==> src/shared/gbs_pkg.sv <==
// Shared constants and types for the gain and band select latches
package gbs_pkg;

  // Bus and latch widths
  localparam int unsigned GBS_ADDR_W    = 4;
  localparam int unsigned GBS_DATA_W    = 8;
  localparam int unsigned GBS_BW_W      = 7;
  localparam int unsigned GBS_GAIN_W    = 3;
  localparam int unsigned GBS_BAND_W    = 4;
  localparam int unsigned GBS_NUM_BANDS = 11;

  // Field positions within the written data byte
  localparam int unsigned GBS_GAIN_LSB  = 0;
  localparam int unsigned GBS_BAND_LSB  = 3;
  localparam int unsigned GBS_SEL_BIT   = 7;

  // Gain step bit positions inside the gain code
  localparam int unsigned GBS_STEP10A   = 0;
  localparam int unsigned GBS_STEP20    = 1;
  localparam int unsigned GBS_STEP10B   = 2;

  // Extra-gain eligible band range
  localparam int unsigned GBS_XG_FIRST  = 4;
  localparam int unsigned GBS_XG_LAST   = 10;

  // Reset value of both latches, and the bus address of the latches
  localparam logic [GBS_DATA_W-1:0] GBS_LATCH_RST = 8'h00;
  localparam logic [GBS_ADDR_W-1:0] GBS_VR_ADDR   = 4'h0;

  // Value of the supplemental address bit for each latch
  localparam logic GBS_SEL_BW   = 1'b0;
  localparam logic GBS_SEL_GAIN = 1'b1;

  // Write target chosen by the decoder
  typedef enum logic [1:0] {
    GBS_TGT_NONE = 2'b00,
    GBS_TGT_BW   = 2'b01,
    GBS_TGT_GAIN = 2'b11
  } gbs_tgt_t;

endpackage : gbs_pkg

==> src/shared/gbs_band_if.sv <==
// Carries the held band number to the band decoder and its outputs back
interface gbs_band_if;
  import gbs_pkg::*;
  logic [GBS_BAND_W-1:0]    band_num;
  logic [GBS_NUM_BANDS-1:0] band_sel_n;
  modport latch (output band_num, input band_sel_n);
  modport dec   (input band_num, output band_sel_n);
endinterface : gbs_band_if

==> src/rtl/gbs_band_dec.sv <==
// One-of-N active-low band decoder
module gbs_band_dec (
  // Clock and reset
  input  wire logic clk_sys,
  input  wire logic rst_b,
  // Band number in, decoded band lines out
  gbs_band_if.dec   bus
);
  import gbs_pkg::*;

  logic [GBS_NUM_BANDS-1:0] sel_d;
  logic [GBS_NUM_BANDS-1:0] sel_q;

  // Band k drives line k-1 low; band 0 and unused codes select nothing
  always_comb begin
    sel_d = '1;
    for (int k = 1; k <= GBS_NUM_BANDS; k++) begin
      if (bus.band_num == GBS_BAND_W'(k)) begin
        sel_d[k-1] = 1'b0;
      end
    end
  end

  // Registered so the outputs never glitch between writes
  always_ff @(posedge clk_sys) begin
    if (!rst_b) begin
      sel_q <= '1;
    end else begin
      sel_q <= sel_d;
    end
  end

  assign bus.band_sel_n = sel_q;

endmodule : gbs_band_dec

==> src/rtl/gbs_latches.sv <==
// Gain step and band select latches for the variable-resolution IF stages
//
// Overview of operation
// - Address plus valid, bit 7 picks latch
// - Latches load only when their address decodes
// - Bandwidth latch drives both filter selectors
// - Bits 0-2 gain, 3-6 band, held
// - High held gain bit gives low enable
// - All three step enables high: base gain
// - Enables add 20 dB and 10 dB
// - Band n asserts active-low output n-1
// - Bands 4-10 may feed extra-gain line
// - Bit 0 drives first 10 dB step
module gbs_latches #(
  parameter int unsigned ADDR_W  = gbs_pkg::GBS_ADDR_W,
  parameter logic [gbs_pkg::GBS_ADDR_W-1:0] VR_ADDR = gbs_pkg::GBS_VR_ADDR
) (
  // Clock and reset
  input  wire logic                                 clk_sys,
  input  wire logic                                 rst_b,
  // Parallel bus from the master microcomputer
  input  wire logic [ADDR_W-1:0]                    bus_addr,
  input  wire logic [gbs_pkg::GBS_DATA_W-1:0]       bus_data,
  input  wire logic                                 bus_valid,
  // Per-band extra-gain enables set at calibration
  input  wire logic [gbs_pkg::GBS_NUM_BANDS-1:0]    xg_band_en,
  // Filter selection
  output logic [gbs_pkg::GBS_BW_W-1:0]              bw_sel,
  // Active-low gain step enables
  output logic                                      step10a_n,
  output logic                                      step20_n,
  output logic                                      step10b_n,
  // Band outputs
  output logic [gbs_pkg::GBS_NUM_BANDS-1:0]         band_level_drive,
  output logic                                      band_extra_gain_n
);
  import gbs_pkg::*;

  // The decode and the port widths must agree
  if (ADDR_W != GBS_ADDR_W) begin : g_bad_addr_w
    $error("ADDR_W must equal the package address width");
  end

  // Bus pins arrive from another domain: two-stage synchronisers
  logic [ADDR_W-1:0]     addr_s1_q, addr_s2_q;
  logic [GBS_DATA_W-1:0] data_s1_q, data_s2_q;
  logic                  valid_s1_q, valid_s2_q, valid_s3_q;

  always_ff @(posedge clk_sys) begin
    if (!rst_b) begin
      addr_s1_q  <= '0;
      addr_s2_q  <= '0;
      data_s1_q  <= '0;
      data_s2_q  <= '0;
      valid_s1_q <= 1'b0;
      valid_s2_q <= 1'b0;
      valid_s3_q <= 1'b0;
    end else begin
      addr_s1_q  <= bus_addr;
      addr_s2_q  <= addr_s1_q;
      data_s1_q  <= bus_data;
      data_s2_q  <= data_s1_q;
      valid_s1_q <= bus_valid;
      valid_s2_q <= valid_s1_q;
      valid_s3_q <= valid_s2_q;
    end
  end

  // One write per valid strobe: act on its rising edge only, so a long
  // strobe is not taken twice; address and data settle with the strobe
  logic     wr_stb;
  gbs_tgt_t tgt;

  assign wr_stb = valid_s2_q & ~valid_s3_q;

  always_comb begin
    tgt = GBS_TGT_NONE;
    if (wr_stb && addr_s2_q == VR_ADDR) begin
      if (data_s2_q[GBS_SEL_BIT] == GBS_SEL_GAIN) begin
        tgt = GBS_TGT_GAIN;
      end else begin
        tgt = GBS_TGT_BW;
      end
    end
  end

  // Latch state
  logic [GBS_BW_W-1:0]   bw_d, bw_q;
  logic [GBS_GAIN_W-1:0] gain_d, gain_q;
  logic [GBS_BAND_W-1:0] band_d, band_q;

  always_comb begin
    bw_d   = bw_q;
    gain_d = gain_q;
    band_d = band_q;
    case (tgt)
      GBS_TGT_BW: begin
        bw_d = data_s2_q[GBS_BW_W-1:0];
      end
      GBS_TGT_GAIN: begin
        gain_d = data_s2_q[GBS_GAIN_LSB +: GBS_GAIN_W];
        band_d = data_s2_q[GBS_BAND_LSB +: GBS_BAND_W];
      end
      default: begin
        bw_d = bw_q;
      end
    endcase
  end

  always_ff @(posedge clk_sys) begin
    if (!rst_b) begin
      bw_q   <= GBS_LATCH_RST[GBS_BW_W-1:0];
      gain_q <= GBS_LATCH_RST[GBS_GAIN_W-1:0];
      band_q <= GBS_LATCH_RST[GBS_BAND_W-1:0];
    end else begin
      bw_q   <= bw_d;
      gain_q <= gain_d;
      band_q <= band_d;
    end
  end

  assign bw_sel = bw_q;

  // Active-low step enables, registered so they change only after a write
  logic [GBS_GAIN_W-1:0] step_n_d, step_n_q;

  assign step_n_d = ~gain_d;

  always_ff @(posedge clk_sys) begin
    if (!rst_b) begin
      step_n_q <= '1;
    end else begin
      step_n_q <= step_n_d;
    end
  end

  assign step10a_n = step_n_q[GBS_STEP10A];
  // 20 dB and 10 dB steps
  assign step20_n  = step_n_q[GBS_STEP20];
  assign step10b_n = step_n_q[GBS_STEP10B];

  // Band decoder instance
  gbs_band_if band_bus ();

  assign band_bus.band_num = band_q;

  gbs_band_dec u_band_dec (
    .clk_sys (clk_sys),
    .rst_b   (rst_b),
    .bus     (band_bus.dec)
  );

  assign band_level_drive = band_bus.band_sel_n;

  // Calibration enables are pins too: two flops before any logic; left
  // out of reset so they keep tracking the pins through a reset
  logic [GBS_NUM_BANDS-1:0] xg_s1_q, xg_s2_q;

  always_ff @(posedge clk_sys) begin
    xg_s1_q <= xg_band_en;
    xg_s2_q <= xg_s1_q;
  end

  // Wired-OR of the low from eligible bands, gated by calibration enables
  logic [GBS_NUM_BANDS-1:0] xg_term;
  logic                     xg_n_d, xg_n_q;

  for (genvar b = 0; b < GBS_NUM_BANDS; b++) begin : g_xg
    if (b + 1 >= GBS_XG_FIRST && b + 1 <= GBS_XG_LAST) begin : g_on
      assign xg_term[b] = xg_s2_q[b] & ~band_bus.band_sel_n[b];
    end else begin : g_off
      assign xg_term[b] = 1'b0;
    end
  end

  assign xg_n_d = ~(|xg_term);

  // Registered so the shared line never glitches; one cycle behind bands
  always_ff @(posedge clk_sys) begin
    if (!rst_b) begin
      xg_n_q <= 1'b1;
    end else begin
      xg_n_q <= xg_n_d;
    end
  end

  assign band_extra_gain_n = xg_n_q;

endmodule : gbs_latches

==> config.mk <==
export PLATFORM = sky130hd
export DESIGN_NAME = gbs_latches
export DESIGN_NICKNAME = d
export VERILOG_FILES = /design/src/shared/gbs_pkg.sv /design/src/shared/gbs_band_if.sv /design/src/rtl/gbs_band_dec.sv /design/src/rtl/gbs_latches.sv
export SDC_FILE = /design/constraint.sdc
export NUM_CORES = 1
export LEC_CHECK = 0
export BUFFER_PORTS_ARGS = -buffer_cell sky130_fd_sc_hd__buf_2
export CORE_ASPECT_RATIO = 1.25
export CORE_MARGIN = 2
export CORE_UTILIZATION = 55
export CTS_BUF_LIST = sky130_fd_sc_hd__clkbuf_16
export CTS_CLUSTER_SIZE = 20
export DETAILED_ROUTE_END_ITERATION = 10
export PLACE_DENSITY = 0.81
export SLEW_MARGIN = 25
export SYNTH_ARGS = -nofsm -noshare
export SYNTH_HDL_FRONTEND = slang
export SYNTH_SLANG_ARGS = --single-unit
export TNS_END_PERCENT = 20
==> constraint.sdc <==
create_clock -name clk_sys -period 2 [get_ports clk_sys]
set_input_delay 0 -clock clk_sys [delete_from_list [all_inputs] [get_ports clk_sys]]
set_output_delay 0 -clock clk_sys [all_outputs]
set_load 0.01 [all_outputs]
==> results.sh, run 1 <==
export IMPL_routabilityCongestion=0.751
export IMPL_endpoint_kind="flop"
export IMPL_hold_viol_final=0
export IMPL_grt_pass1_vias=1318
export IMPL_rr_startpoint="addr_s2_q[3]"
export IMPL_grt_max_degree=44
export IMPL_insertion_delay_ns=0.32
export IMPL_drive_gt1_share_pct=25.5
export IMPL_maxCapViolCount=0
export IMPL_leakagePower_uw=0.00128
export IMPL_die_width_um=58.6
export IMPL_worst_pin_slew_ns=0.623
export IMPL_seqCellArea_um2=1400
export IMPL_yosysWarnings=0
export IMPL_slew_violations=0
export IMPL_period_share_pct=74.0
export IMPL_slowest_delay_ns=0.33
export IMPL_fp_dieH_um=72.3
export IMPL_diodes=0
export IMPL_vias=1336
export IMPL_drc_errors=3
export IMPL_clock_tree_htree_level_count=3
export IMPL_drtIter0Drc=25
export IMPL_avgRoutedWirePerCell_um=11.7
export IMPL_fin_nets=269
export IMPL_syn_nets=200
export IMPL_grtUsageTotal_pct=18.3
export IMPL_violations="design-rule violations"
export IMPL_hpwlAfterDp_mm=1.94
export IMPL_hold_class="primary input to flop"
export IMPL_ant_nets=0
export IMPL_synth_cell_types=20
export IMPL_fin_util_pct=78.5
export IMPL_fmax_mhz=676
export IMPL_cp_top_family="simple AND/OR/NAND/NOR gates"
export IMPL_worstSetupStartpointType="flop"
export IMPL_placementRows=24
export IMPL_critPathCapture="band_bus.band_num[2]"
export IMPL_synth_top_cell_area_share_pct=68.4
export IMPL_synthTopCellsByArea="dfxtp_1 68%, and2_1 8.2%, mux2i_1 6.8%"
export IMPL_r2r_cells=4
export IMPL_grt_antenna_before_repair=0
export IMPL_crit_cells=4
export IMPL_criticalPathCategory="flop to flop"
export IMPL_dieArea_um2=4230
export IMPL_multi_input_area_um2=589
export IMPL_layout_area_overhead_vs_synth_pct=35.7
export IMPL_worstPathCellList="nor4b_4, nand3_1, buf_4, mux2i_1"
export IMPL_reg2reg_to="band_bus.band_num[2]"
export IMPL_required_ns=2.20
export IMPL_cts_buffer_depth=2
export IMPL_crit_buf_inv=1
export IMPL_wl_mm=3.34
export IMPL_clk_pin_slew_ns=0.05
export IMPL_setup_tns_ns=0
export IMPL_fillers=227
export IMPL_synthCells=174
export IMPL_cts_sinks=70
export IMPL_powerDensity_nw_per_um2=1090
export IMPL_pin_count=48
export IMPL_start_util_pct=57.8
export IMPL_cp_slowest_cell="nand3_1"
export IMPL_grt_pass1_wl_mm=5.56
export IMPL_avgSynthCellArea_um2=11.8
export IMPL_io_buffers=43
export IMPL_finalSetupViolations=0
export IMPL_ir_drop_v=0.000795
export IMPL_rsz0062_at_grt="false"
export IMPL_coreArea_um2=3540
export IMPL_ys_seq_area_share_pct=68.4
export IMPL_cts_root_buf="clkbuf_16"
export IMPL_finalClockSkew_ns=0.00448
export IMPL_fin_crit_ns=1.48
export IMPL_critPathMaxFanout=6
export IMPL_status="finished with violations"
export IMPL_vias_per_cell=4.67
export IMPL_syn_area_um2=2050
export IMPL_cts_tree="done"
export IMPL_r2r_slack_ns=0.52
export IMPL_arrival_ns=1.68
export IMPL_cts_made_buffers=9
export IMPL_ys_ff_latch=70
export IMPL_startpoint="addr_s2_q[3]"
export IMPL_synth_largest_area_cell="dfxtp_1"
export IMPL_worst_slew_margin_rel_pct=58.4
export IMPL_grt_remaining_overflow=0
export IMPL_first_pass_iters=7
routing by layer:
metal  GRT usage [%]  up-vias  routed length (um)
li1                -      690                   -
met1            18.7      598                1350
met2            31.6       41                1720
met3            7.66        7                 185
met4            9.34        0                  78
met5               0        -                   0
cells in the final DEF, fill, tap and decap left out, drive strengths merged, types with 2 or more instances in the layout:
| master | Yosys | final |
|---|---|---|
| clkbuf | 4 | 9 |
| nand2 | 29 | 29 |
| mux2i | 14 | 14 |
| and2 | 27 | 27 |
| o22ai | 2 | 2 |
| inv | 6 | 6 |
| nor2b | 2 | 2 |
| clkinv | 0 | 4 |
| nand3 | 4 | 4 |
| mux2 | 3 | 3 |
| nor2 | 3 | 3 |
| buf | 3 | 45 |
| dlygate4sd3 | 0 | 20 |
| dfxtp | 70 | 70 |
registers in the layout (all words and copies together), names as in the netlist, named ones only:
register / cells
band_bus.band_num: 4
data_s2_q: 8
valid_s2_q: 1
valid_s3_q: 1
xg_s2_q: 7
valid_s1_q: 1
addr_s2_q: 4
xg_s1_q: 7
step_n_q: 3
data_s1_q: 8
addr_s1_q: 4
u_band_dec.bus.band_sel_n: 11
bw_sel: 7
band_extra_gain_n: 1
per-stage QoR:
stage          area [um^2]  power [uW]  hold slack, ns  instances  setup slack (ns)
5_1_grt               2780        3140           0.215        286             0.402
4_1_cts               2780        3060           0.169        286             0.497
3_3_place_gp          2290        1540           0.103        251             0.550
3_5_place_dp          2290        1550           0.104        251             0.515
2_1_floorplan         2050        1520          0.0277        174             0.747
6_report              2780        3030           0.174        286             0.521
Yosys cell counts, drive strengths merged:
master  instances
o22ai           2
nor4b           1
dfxtp          70
and2           27
mux2            3
nor2            3
mux2i          14
o31ai           1
o221ai          1
nor2b           2
buf             3
inv             6
nand2b          1
nand3b          1
nor3b           1
nand2          29
clkbuf          4
nand3           4
and3b           1
worst min path at each step:
stage | start | end | slack [ns] | depth (start not counted)
2_1_floorplan | xg_band_en[3] | xg_s1_q[3] | 0.03 | 0
6_report | rst_b | band_extra_gain_n | 0.17 | 2
4_1_cts | rst_b | band_extra_gain_n | 0.17 | 2
5_1_grt | rst_b | band_extra_gain_n | 0.22 | 2
3_3_place_gp | xg_band_en[3] | xg_s1_q[3] | 0.10 | 1
3_5_place_dp | xg_band_en[8] | xg_s1_q[8] | 0.10 | 1
kinds of logic after synthesis:
family / share of synthesized area [%]
AND/OR/NAND/NOR: 18.3
multiplexers: 9.04
AO/OA/AOI/OAI: 1.40
buffers and inverters: 2.87
flip-flops: 68.4
power by group:
group	internal, uW	switching [uW]	total, uW
sequential	1440	11.0	1450
clock	953	533	1490
combinational	61.6	38.0	99.5
total	2450	582	3030
area by class of cell:
class | count | share of cell area (%)
clock buffers | 9 | 8.10
multi-input cells | 91 | 21.2
flip-flops and latches | 70 | 50.4
inverters | 6 | 0.810
well taps | 39 | 1.75
clock inverters | 6 | 2.29
repair buffers | 65 | 15.5
repair_timing:
| item | 4_1_cts | 5_1_grt |
|---|---|---|
| setup buffers | 0 | 0 |
| hold buffers | 20 | 0 |
| endpoints found under the hold margin | 20 | 0 |
| gates resized for setup | 0 | 0 |
Power figures use the tool's default switching activity.
==> run 2: changes to the inputs <==
- ABC_AREA: not set -> 1
- CORE_UTILIZATION: 55 -> 47
- PLACE_DENSITY: 0.81 -> 0.73
- clock period: 2 -> 1.3 ns (I/O delays scaled with it)
==> run 2 against run 1 <==
- synthesized cell count is 45% higher
- sequential cell count is the same
- total power rose by 62%
- clock power is 63% higher
- critical endpoint is now band_bus.band_num[0]
- worst setup slack worse by 0.35 ns
- the run now ends clean
- count of clock-buffer cells in the layout unchanged
- sequential power rose by 55%
==> results.sh, run 2 <==
export IMPL_pin_count=48
export IMPL_cts_sinks=70
export IMPL_cts_root_buf="clkbuf_16"
export IMPL_hold_viol_final=0
export IMPL_leakagePower_uw=0.00151
export IMPL_ys_ff_latch=70
export IMPL_layout_commonest_cell="dfxtp_1"
export IMPL_ir_drop_v=0.00107
export IMPL_grt_max_degree=48
export IMPL_drtIter0Drc=87
export IMPL_ys_flop_type="dfxtp_1"
export IMPL_reg2reg_to="band_bus.band_num[0]"
export IMPL_placedInstanceArea_um2=2460
export IMPL_rr_startpoint="addr_s2_q[1]"
export IMPL_io_buffers=43
export IMPL_criticalPathCategory="flop to flop"
export IMPL_finalClockSkew_ns=0.00404
export IMPL_cp_top_family="simple AND/OR/NAND/NOR gates"
export IMPL_maxCapViolCount=0
export IMPL_grtUsageTotal_pct=14.7
export IMPL_critPathCapture="band_bus.band_num[0]"
export IMPL_fin_nets=349
export IMPL_dieArea_um2=5240
export IMPL_final_cell_mix="70 x dfxtp_1, 58 x nand2_1, 53 x inv_1"
export IMPL_grt_antenna_before_repair=0
export IMPL_placementRows=27
export IMPL_fmax_mhz=887
export IMPL_synth_top_cell_area_share_pct=63.7
export IMPL_synth_most_common_cell="dfxtp_1"
export IMPL_critPathMaxFanout=11
export IMPL_total_power_uw=4900
export IMPL_routabilityCongestion=0.803
export IMPL_syn_area_um2=2200
export IMPL_first_pass_iters=4
export IMPL_synthTopCellsByArea="dfxtp_1 64%, nand2_1 9.9%, inv_1 8.7%"
export IMPL_crit_cells=7
export IMPL_worst_slew_margin_rel_pct=72.9
export IMPL_setup_tns_ns=0
export IMPL_avgRoutedWirePerCell_um=8.63
export IMPL_finalHoldWorstSlack_ns=0.0540
export IMPL_vias_per_cell=4.22
export IMPL_largest_reg_flops=11
export IMPL_synth_largest_area_cell="dfxtp_1"
export IMPL_ys_seq_area_share_pct=63.7
export IMPL_design_area_um2=2990
export IMPL_diodes=0
export IMPL_clock_tree_htree_level_count=3
export IMPL_cts_tree="done"
export IMPL_synth_cell_types=18
export IMPL_vias=1630
export IMPL_slowest_delay_ns=0.30
export IMPL_drc_errors=0
export IMPL_die_width_um=65.2
export IMPL_powerDensity_nw_per_um2=1640
export IMPL_grt_pass1_vias=1410
export IMPL_grt_pass1_wl_mm=5.62
export IMPL_period_share_pct=86.8
export IMPL_cp_slowest_cell="dfxtp_1"
export IMPL_hold_class="primary input to flop"
export IMPL_coreArea_um2=4460
export IMPL_arrival_ns=1.34
export IMPL_worstPathCellList="nor2_2, nand2_2, nor2_4, buf_12, nand3_1, nand2_1, nor2_1"
export IMPL_insertion_delay_ns=0.32
export IMPL_required_ns=1.52
export IMPL_cts_buffer_depth=2
export IMPL_fin_crit_ns=1.13
export IMPL_ant_nets=0
export IMPL_endpoint_kind="flop"
export IMPL_syn_nets=279
export IMPL_wl_mm=3.33
export IMPL_worst_pin_slew_ns=0.403
export IMPL_fp_dieH_um=80.5
export IMPL_slew_violations=0
export IMPL_finalSetupViolations=0
export IMPL_r2r_cells=7
export IMPL_startpoint="addr_s2_q[1]"
export IMPL_r2r_slack_ns=0.17
export IMPL_fin_util_pct=67.0
export IMPL_cts_made_buffers=9
export IMPL_drive_gt1_share_pct=20.7
export IMPL_worstSetupStartpointType="flop"
export IMPL_crit_buf_inv=1
export IMPL_grt_remaining_overflow=0
export IMPL_status="finished clean"
export IMPL_holdCritStartpoint="rst_b"
export IMPL_yosysWarnings=0
export IMPL_avgSynthCellArea_um2=8.69
export IMPL_hpwlAfterDp_mm=2.16
export IMPL_layout_area_overhead_vs_synth_pct=35.9
export IMPL_start_util_pct=49.3
export IMPL_synth_top_cells_by_count="70 x dfxtp_1, 58 x nand2_1, 51 x inv_1"
export IMPL_synthCells=253
export IMPL_async_flop_share_pct=0
export IMPL_cts_resized=0
export IMPL_synth_edff_count=0
export IMPL_rsz0062_at_grt="false"
export IMPL_clk_pin_slew_ns=0.05
[run 2: changes by cell type in the layout (fill, tap and decap cells not counted), sizes merged, moves of 14 or more]
| cell | delta |
|---|---|
| and2 | -27 |
| inv | +48 |
| mux2i | -14 |
| nand2 | +30 |
| nand3 | +14 |
| nor2 | +35 |
[run 2: repair_timing]
action / CTS / global route
endpoints found under the setup margin: 0 / 3
hold buffers: 20 / 0
buffers inserted: 0 / 1
hold endpoints to repair: 20 / 0
[run 2: cell families (layout without fill, tap and decap cells)]
logic type | after synthesis | in the layout | synth area share [%]
AND/OR/NAND/NOR | 120 | 120 | 23.8
flip-flops | 70 | 70 | 63.7
buffers and inverters | 59 | 134 | 11.4
AO/OA/AOI/OAI | 4 | 4 | 1.02
[run 2: layout make-up]
class	count	area, um^2
fill	367	1470
sequential	70	1400
multi-input combinational	124	547
timing repair buffer	66	463
clock buffer	9	225
inverter	52	198
clock inverter	7	81.3
tap	58	72.6
[run 2: power by group]
part / switching [uW] / internal, uW / total (uW)
clock: 783 / 1650 / 2430
sequential: 23.9 / 2220 / 2250
combinational: 108 / 118 / 226
total: 914 / 3990 / 4900
[run 2: worst min-delay path: stages]
cell     delay (ns)
buf_2          0.13
inv_1          0.09
nor3_1         0.07
nand2_1        0.05
[run 2: stage by stage]
stage               worst slack (ns)  std cells
CTS                           0.0830        385
global placement               0.137        349
detailed placement            0.0828        349
finish                         0.172        386
global route                  0.0773        386
floorplan                      0.283        253
[run 2: routing by layer]
metal	routed length (um)	part of all wire (%)	vias up	GRT usage, %
met5	0	0	-	0
met4	61	1.8	0	10.6
met3	172	5.2	6	5.88
met2	1750	53	40	26.0
met1	1340	40	702	13.4
li1	-	-	882	-
[run 2: how the worst min path moves through the flow]
stage | endpoint | slack (ns) | cells past startpoint
after detailed placement | xg_s1_q[5] | 0.10 | 1
after floorplan | xg_s1_q[3] | 0.03 | 0
after global placement | xg_s1_q[5] | 0.10 | 1
after global routing | u_band_dec.bus.band_sel_n[2] | 0.06 | 4
after CTS | u_band_dec.bus.band_sel_n[2] | 0.04 | 4
final | u_band_dec.bus.band_sel_n[2] | 0.05 | 4
==> run 3: changes to the inputs <==
- CELL_PAD_IN_SITES_DETAIL_PLACEMENT: not set -> 0
- CELL_PAD_IN_SITES_GLOBAL_PLACEMENT: not set -> 1
- CORE_UTILIZATION: 47 -> 35
- PLACE_DENSITY: 0.73 -> not set
- PLACE_DENSITY_LB_ADDON: not set -> 0.1
==> run 3 against run 2 <==
- global-route usage is 2.9 points lower
- cell area is 1.1% higher
- via count is 3.5% lower
- die area is 32% higher
- sequential cell count stayed put
==> results.sh, run 3 (same netlist as run 2, synthesis figures left out) <==
export IMPL_io_buffers=43
export IMPL_cts_setup_buffers=0
export IMPL_required_ns=1.51
export IMPL_period_share_pct=85.2
export IMPL_worstPathCellList="nor2_2, nand2_2, nor2_4, buf_12, nand3_1, nand2_1, nor2_1"
export IMPL_cts_buffer_depth=2
export IMPL_cts_made_buffers=9
export IMPL_cts_tree="done"
export IMPL_coreArea_um2=6130
export IMPL_pin_count=48
export IMPL_layout_area_overhead_vs_synth_pct=37.4
export IMPL_drc_errors=0
export IMPL_clk_pin_slew_ns=0.05
export IMPL_status="finished clean"
export IMPL_drive_gt1_share_pct=20.4
export IMPL_fin_crit_ns=1.11
export IMPL_cts_resized=0
export IMPL_place_inst=377
export IMPL_hpwlAfterDp_mm=2.37
export IMPL_ir_drop_v=0.000719
export IMPL_hold_class="primary input to flop"
export IMPL_leakagePower_uw=0.00150
export IMPL_die_width_um=74.9
export IMPL_grt_max_degree=48
export IMPL_grt_pass1_wl_mm=6.01
export IMPL_rsz0062_at_grt="false"
export IMPL_placementRows=32
export IMPL_finalClockSkew_ns=0.00499
export IMPL_endpoint_kind="flop"
export IMPL_layout_commonest_cell="dfxtp_1"
export IMPL_criticalPathCategory="flop to flop"
export IMPL_avgRoutedWirePerCell_um=8.60
export IMPL_arrival_ns=1.32
export IMPL_instances_no_fill=413
export IMPL_first_pass_iters=4
export IMPL_worst_slack_ns=0.193
export IMPL_r2r_cells=7
export IMPL_fin_nets=349
export IMPL_maxCapViolCount=0
export IMPL_total_power_uw=4910
export IMPL_final_cell_mix="70 x dfxtp_1, 58 x nand2_1, 52 x inv_1"
export IMPL_ant_nets=0
export IMPL_routabilityCongestion=0.782
export IMPL_r2r_slack_ns=0.19
export IMPL_grt_antenna_before_repair=0
export IMPL_grt_pass1_vias=1441
export IMPL_setup_tns_ns=0
export IMPL_vias_per_cell=3.81
export IMPL_insertion_delay_ns=0.32
export IMPL_fmax_mhz=903
export IMPL_fin_util_pct=49.3
export IMPL_clock_tree_htree_level_count=3
export IMPL_worstSetupStartpointType="flop"
export IMPL_largest_reg_flops=11
export IMPL_holdCritStartpoint="rst_b"
export IMPL_grtUsageTotal_pct=11.8
export IMPL_cp_top_family="simple AND/OR/NAND/NOR gates"
export IMPL_min_path_cells=4
export IMPL_start_util_pct=35.9
export IMPL_grt_remaining_overflow=0
export IMPL_fp_dieH_um=92.6
export IMPL_cts_sinks=70
export IMPL_place_ws_ns=0.173
export IMPL_cts_root_buf="clkbuf_16"
export IMPL_critPathMaxFanout=14
export IMPL_fillers=611
export IMPL_slew_violations=0
export IMPL_dieArea_um2=6930
export IMPL_powerDensity_nw_per_um2=1620
export IMPL_hold_viol_final=0
export IMPL_diodes=0
export IMPL_finalSetupViolations=0
export IMPL_slowest_delay_ns=0.30
export IMPL_rr_startpoint="addr_s2_q[1]"
export IMPL_min_to="u_band_dec.bus.band_sel_n[2]"
export IMPL_crit_buf_inv=1
export IMPL_drtIter0Drc=41
export IMPL_wl_mm=3.55
export IMPL_vias=1573
export IMPL_worst_slew_margin_rel_pct=76.6
export IMPL_startpoint="addr_s2_q[1]"
export IMPL_cp_slowest_cell="dfxtp_1"
export IMPL_worst_pin_slew_ns=0.348
-- run 3: changes by cell type in the layout (fill, tap and decap cells not counted), sizes merged --
cell / previous run / this run
clkinv: 3 / 4
inv: 54 / 53
-- run 3: area by class of cell --
cell class / count / area [um^2] / area share, %
sequential: 70 / 1400 / 46.4
clock inverter: 7 / 80.1 / 2.65
tap: 85 / 106 / 3.52
multi-input combinational: 124 / 547 / 18.1
inverter: 52 / 198 / 6.55
clock buffer: 9 / 225 / 7.46
timing repair buffer: 66 / 463 / 15.3
-- run 3: metal layers --
metal / global-route usage [%] / part of all wire [%] / up-vias
li1: - / - / 885
met1: 12.3 / 42 / 646
met2: 19.7 / 51 / 33
met3: 3.26 / 4.3 / 9
met4: 8.48 / 2.4 / 0
met5: 0 / 0 / -
-- run 3: tightest hold or removal path, cell delays in order --
cell and delay, ns:
buf_2 0.12, inv_1 0.09, nor3_1 0.08, nand2_1 0.05
-- run 3: metrics by stage --
stage | area [um^2] | hold slack (ns)
finish | 3020 | 0.0628
CTS | 3020 | 0.0498
global route | 3020 | 0.102
global placement | 2510 | 0.103
detailed placement | 2510 | 0.104
floorplan | 2200 | 0.0277
-- run 3: timing repair --
action / CTS / global route
hold endpoints to repair: 20 / 0
hold buffers: 20 / 0
endpoints found under the setup margin: 0 / 0
-- run 3: report_power, final --
part / total [uW] / internal [uW] / switching [uW]
clock: 2440 / 1650 / 790
combinational: 226 / 118 / 108
sequential: 2250 / 2220 / 23.9
-- run 3: how the worst max path moves through the flow --
stage,to,slack (ns),cells after the start
6_report,flop,0.19,7
5_1_grt,flop,0.09,7
4_1_cts,flop,0.16,7
3_5_place_dp,flop,0.17,7
3_3_place_gp,flop,0.20,7
2_1_floorplan,band_bus.band_num[3],0.28,7
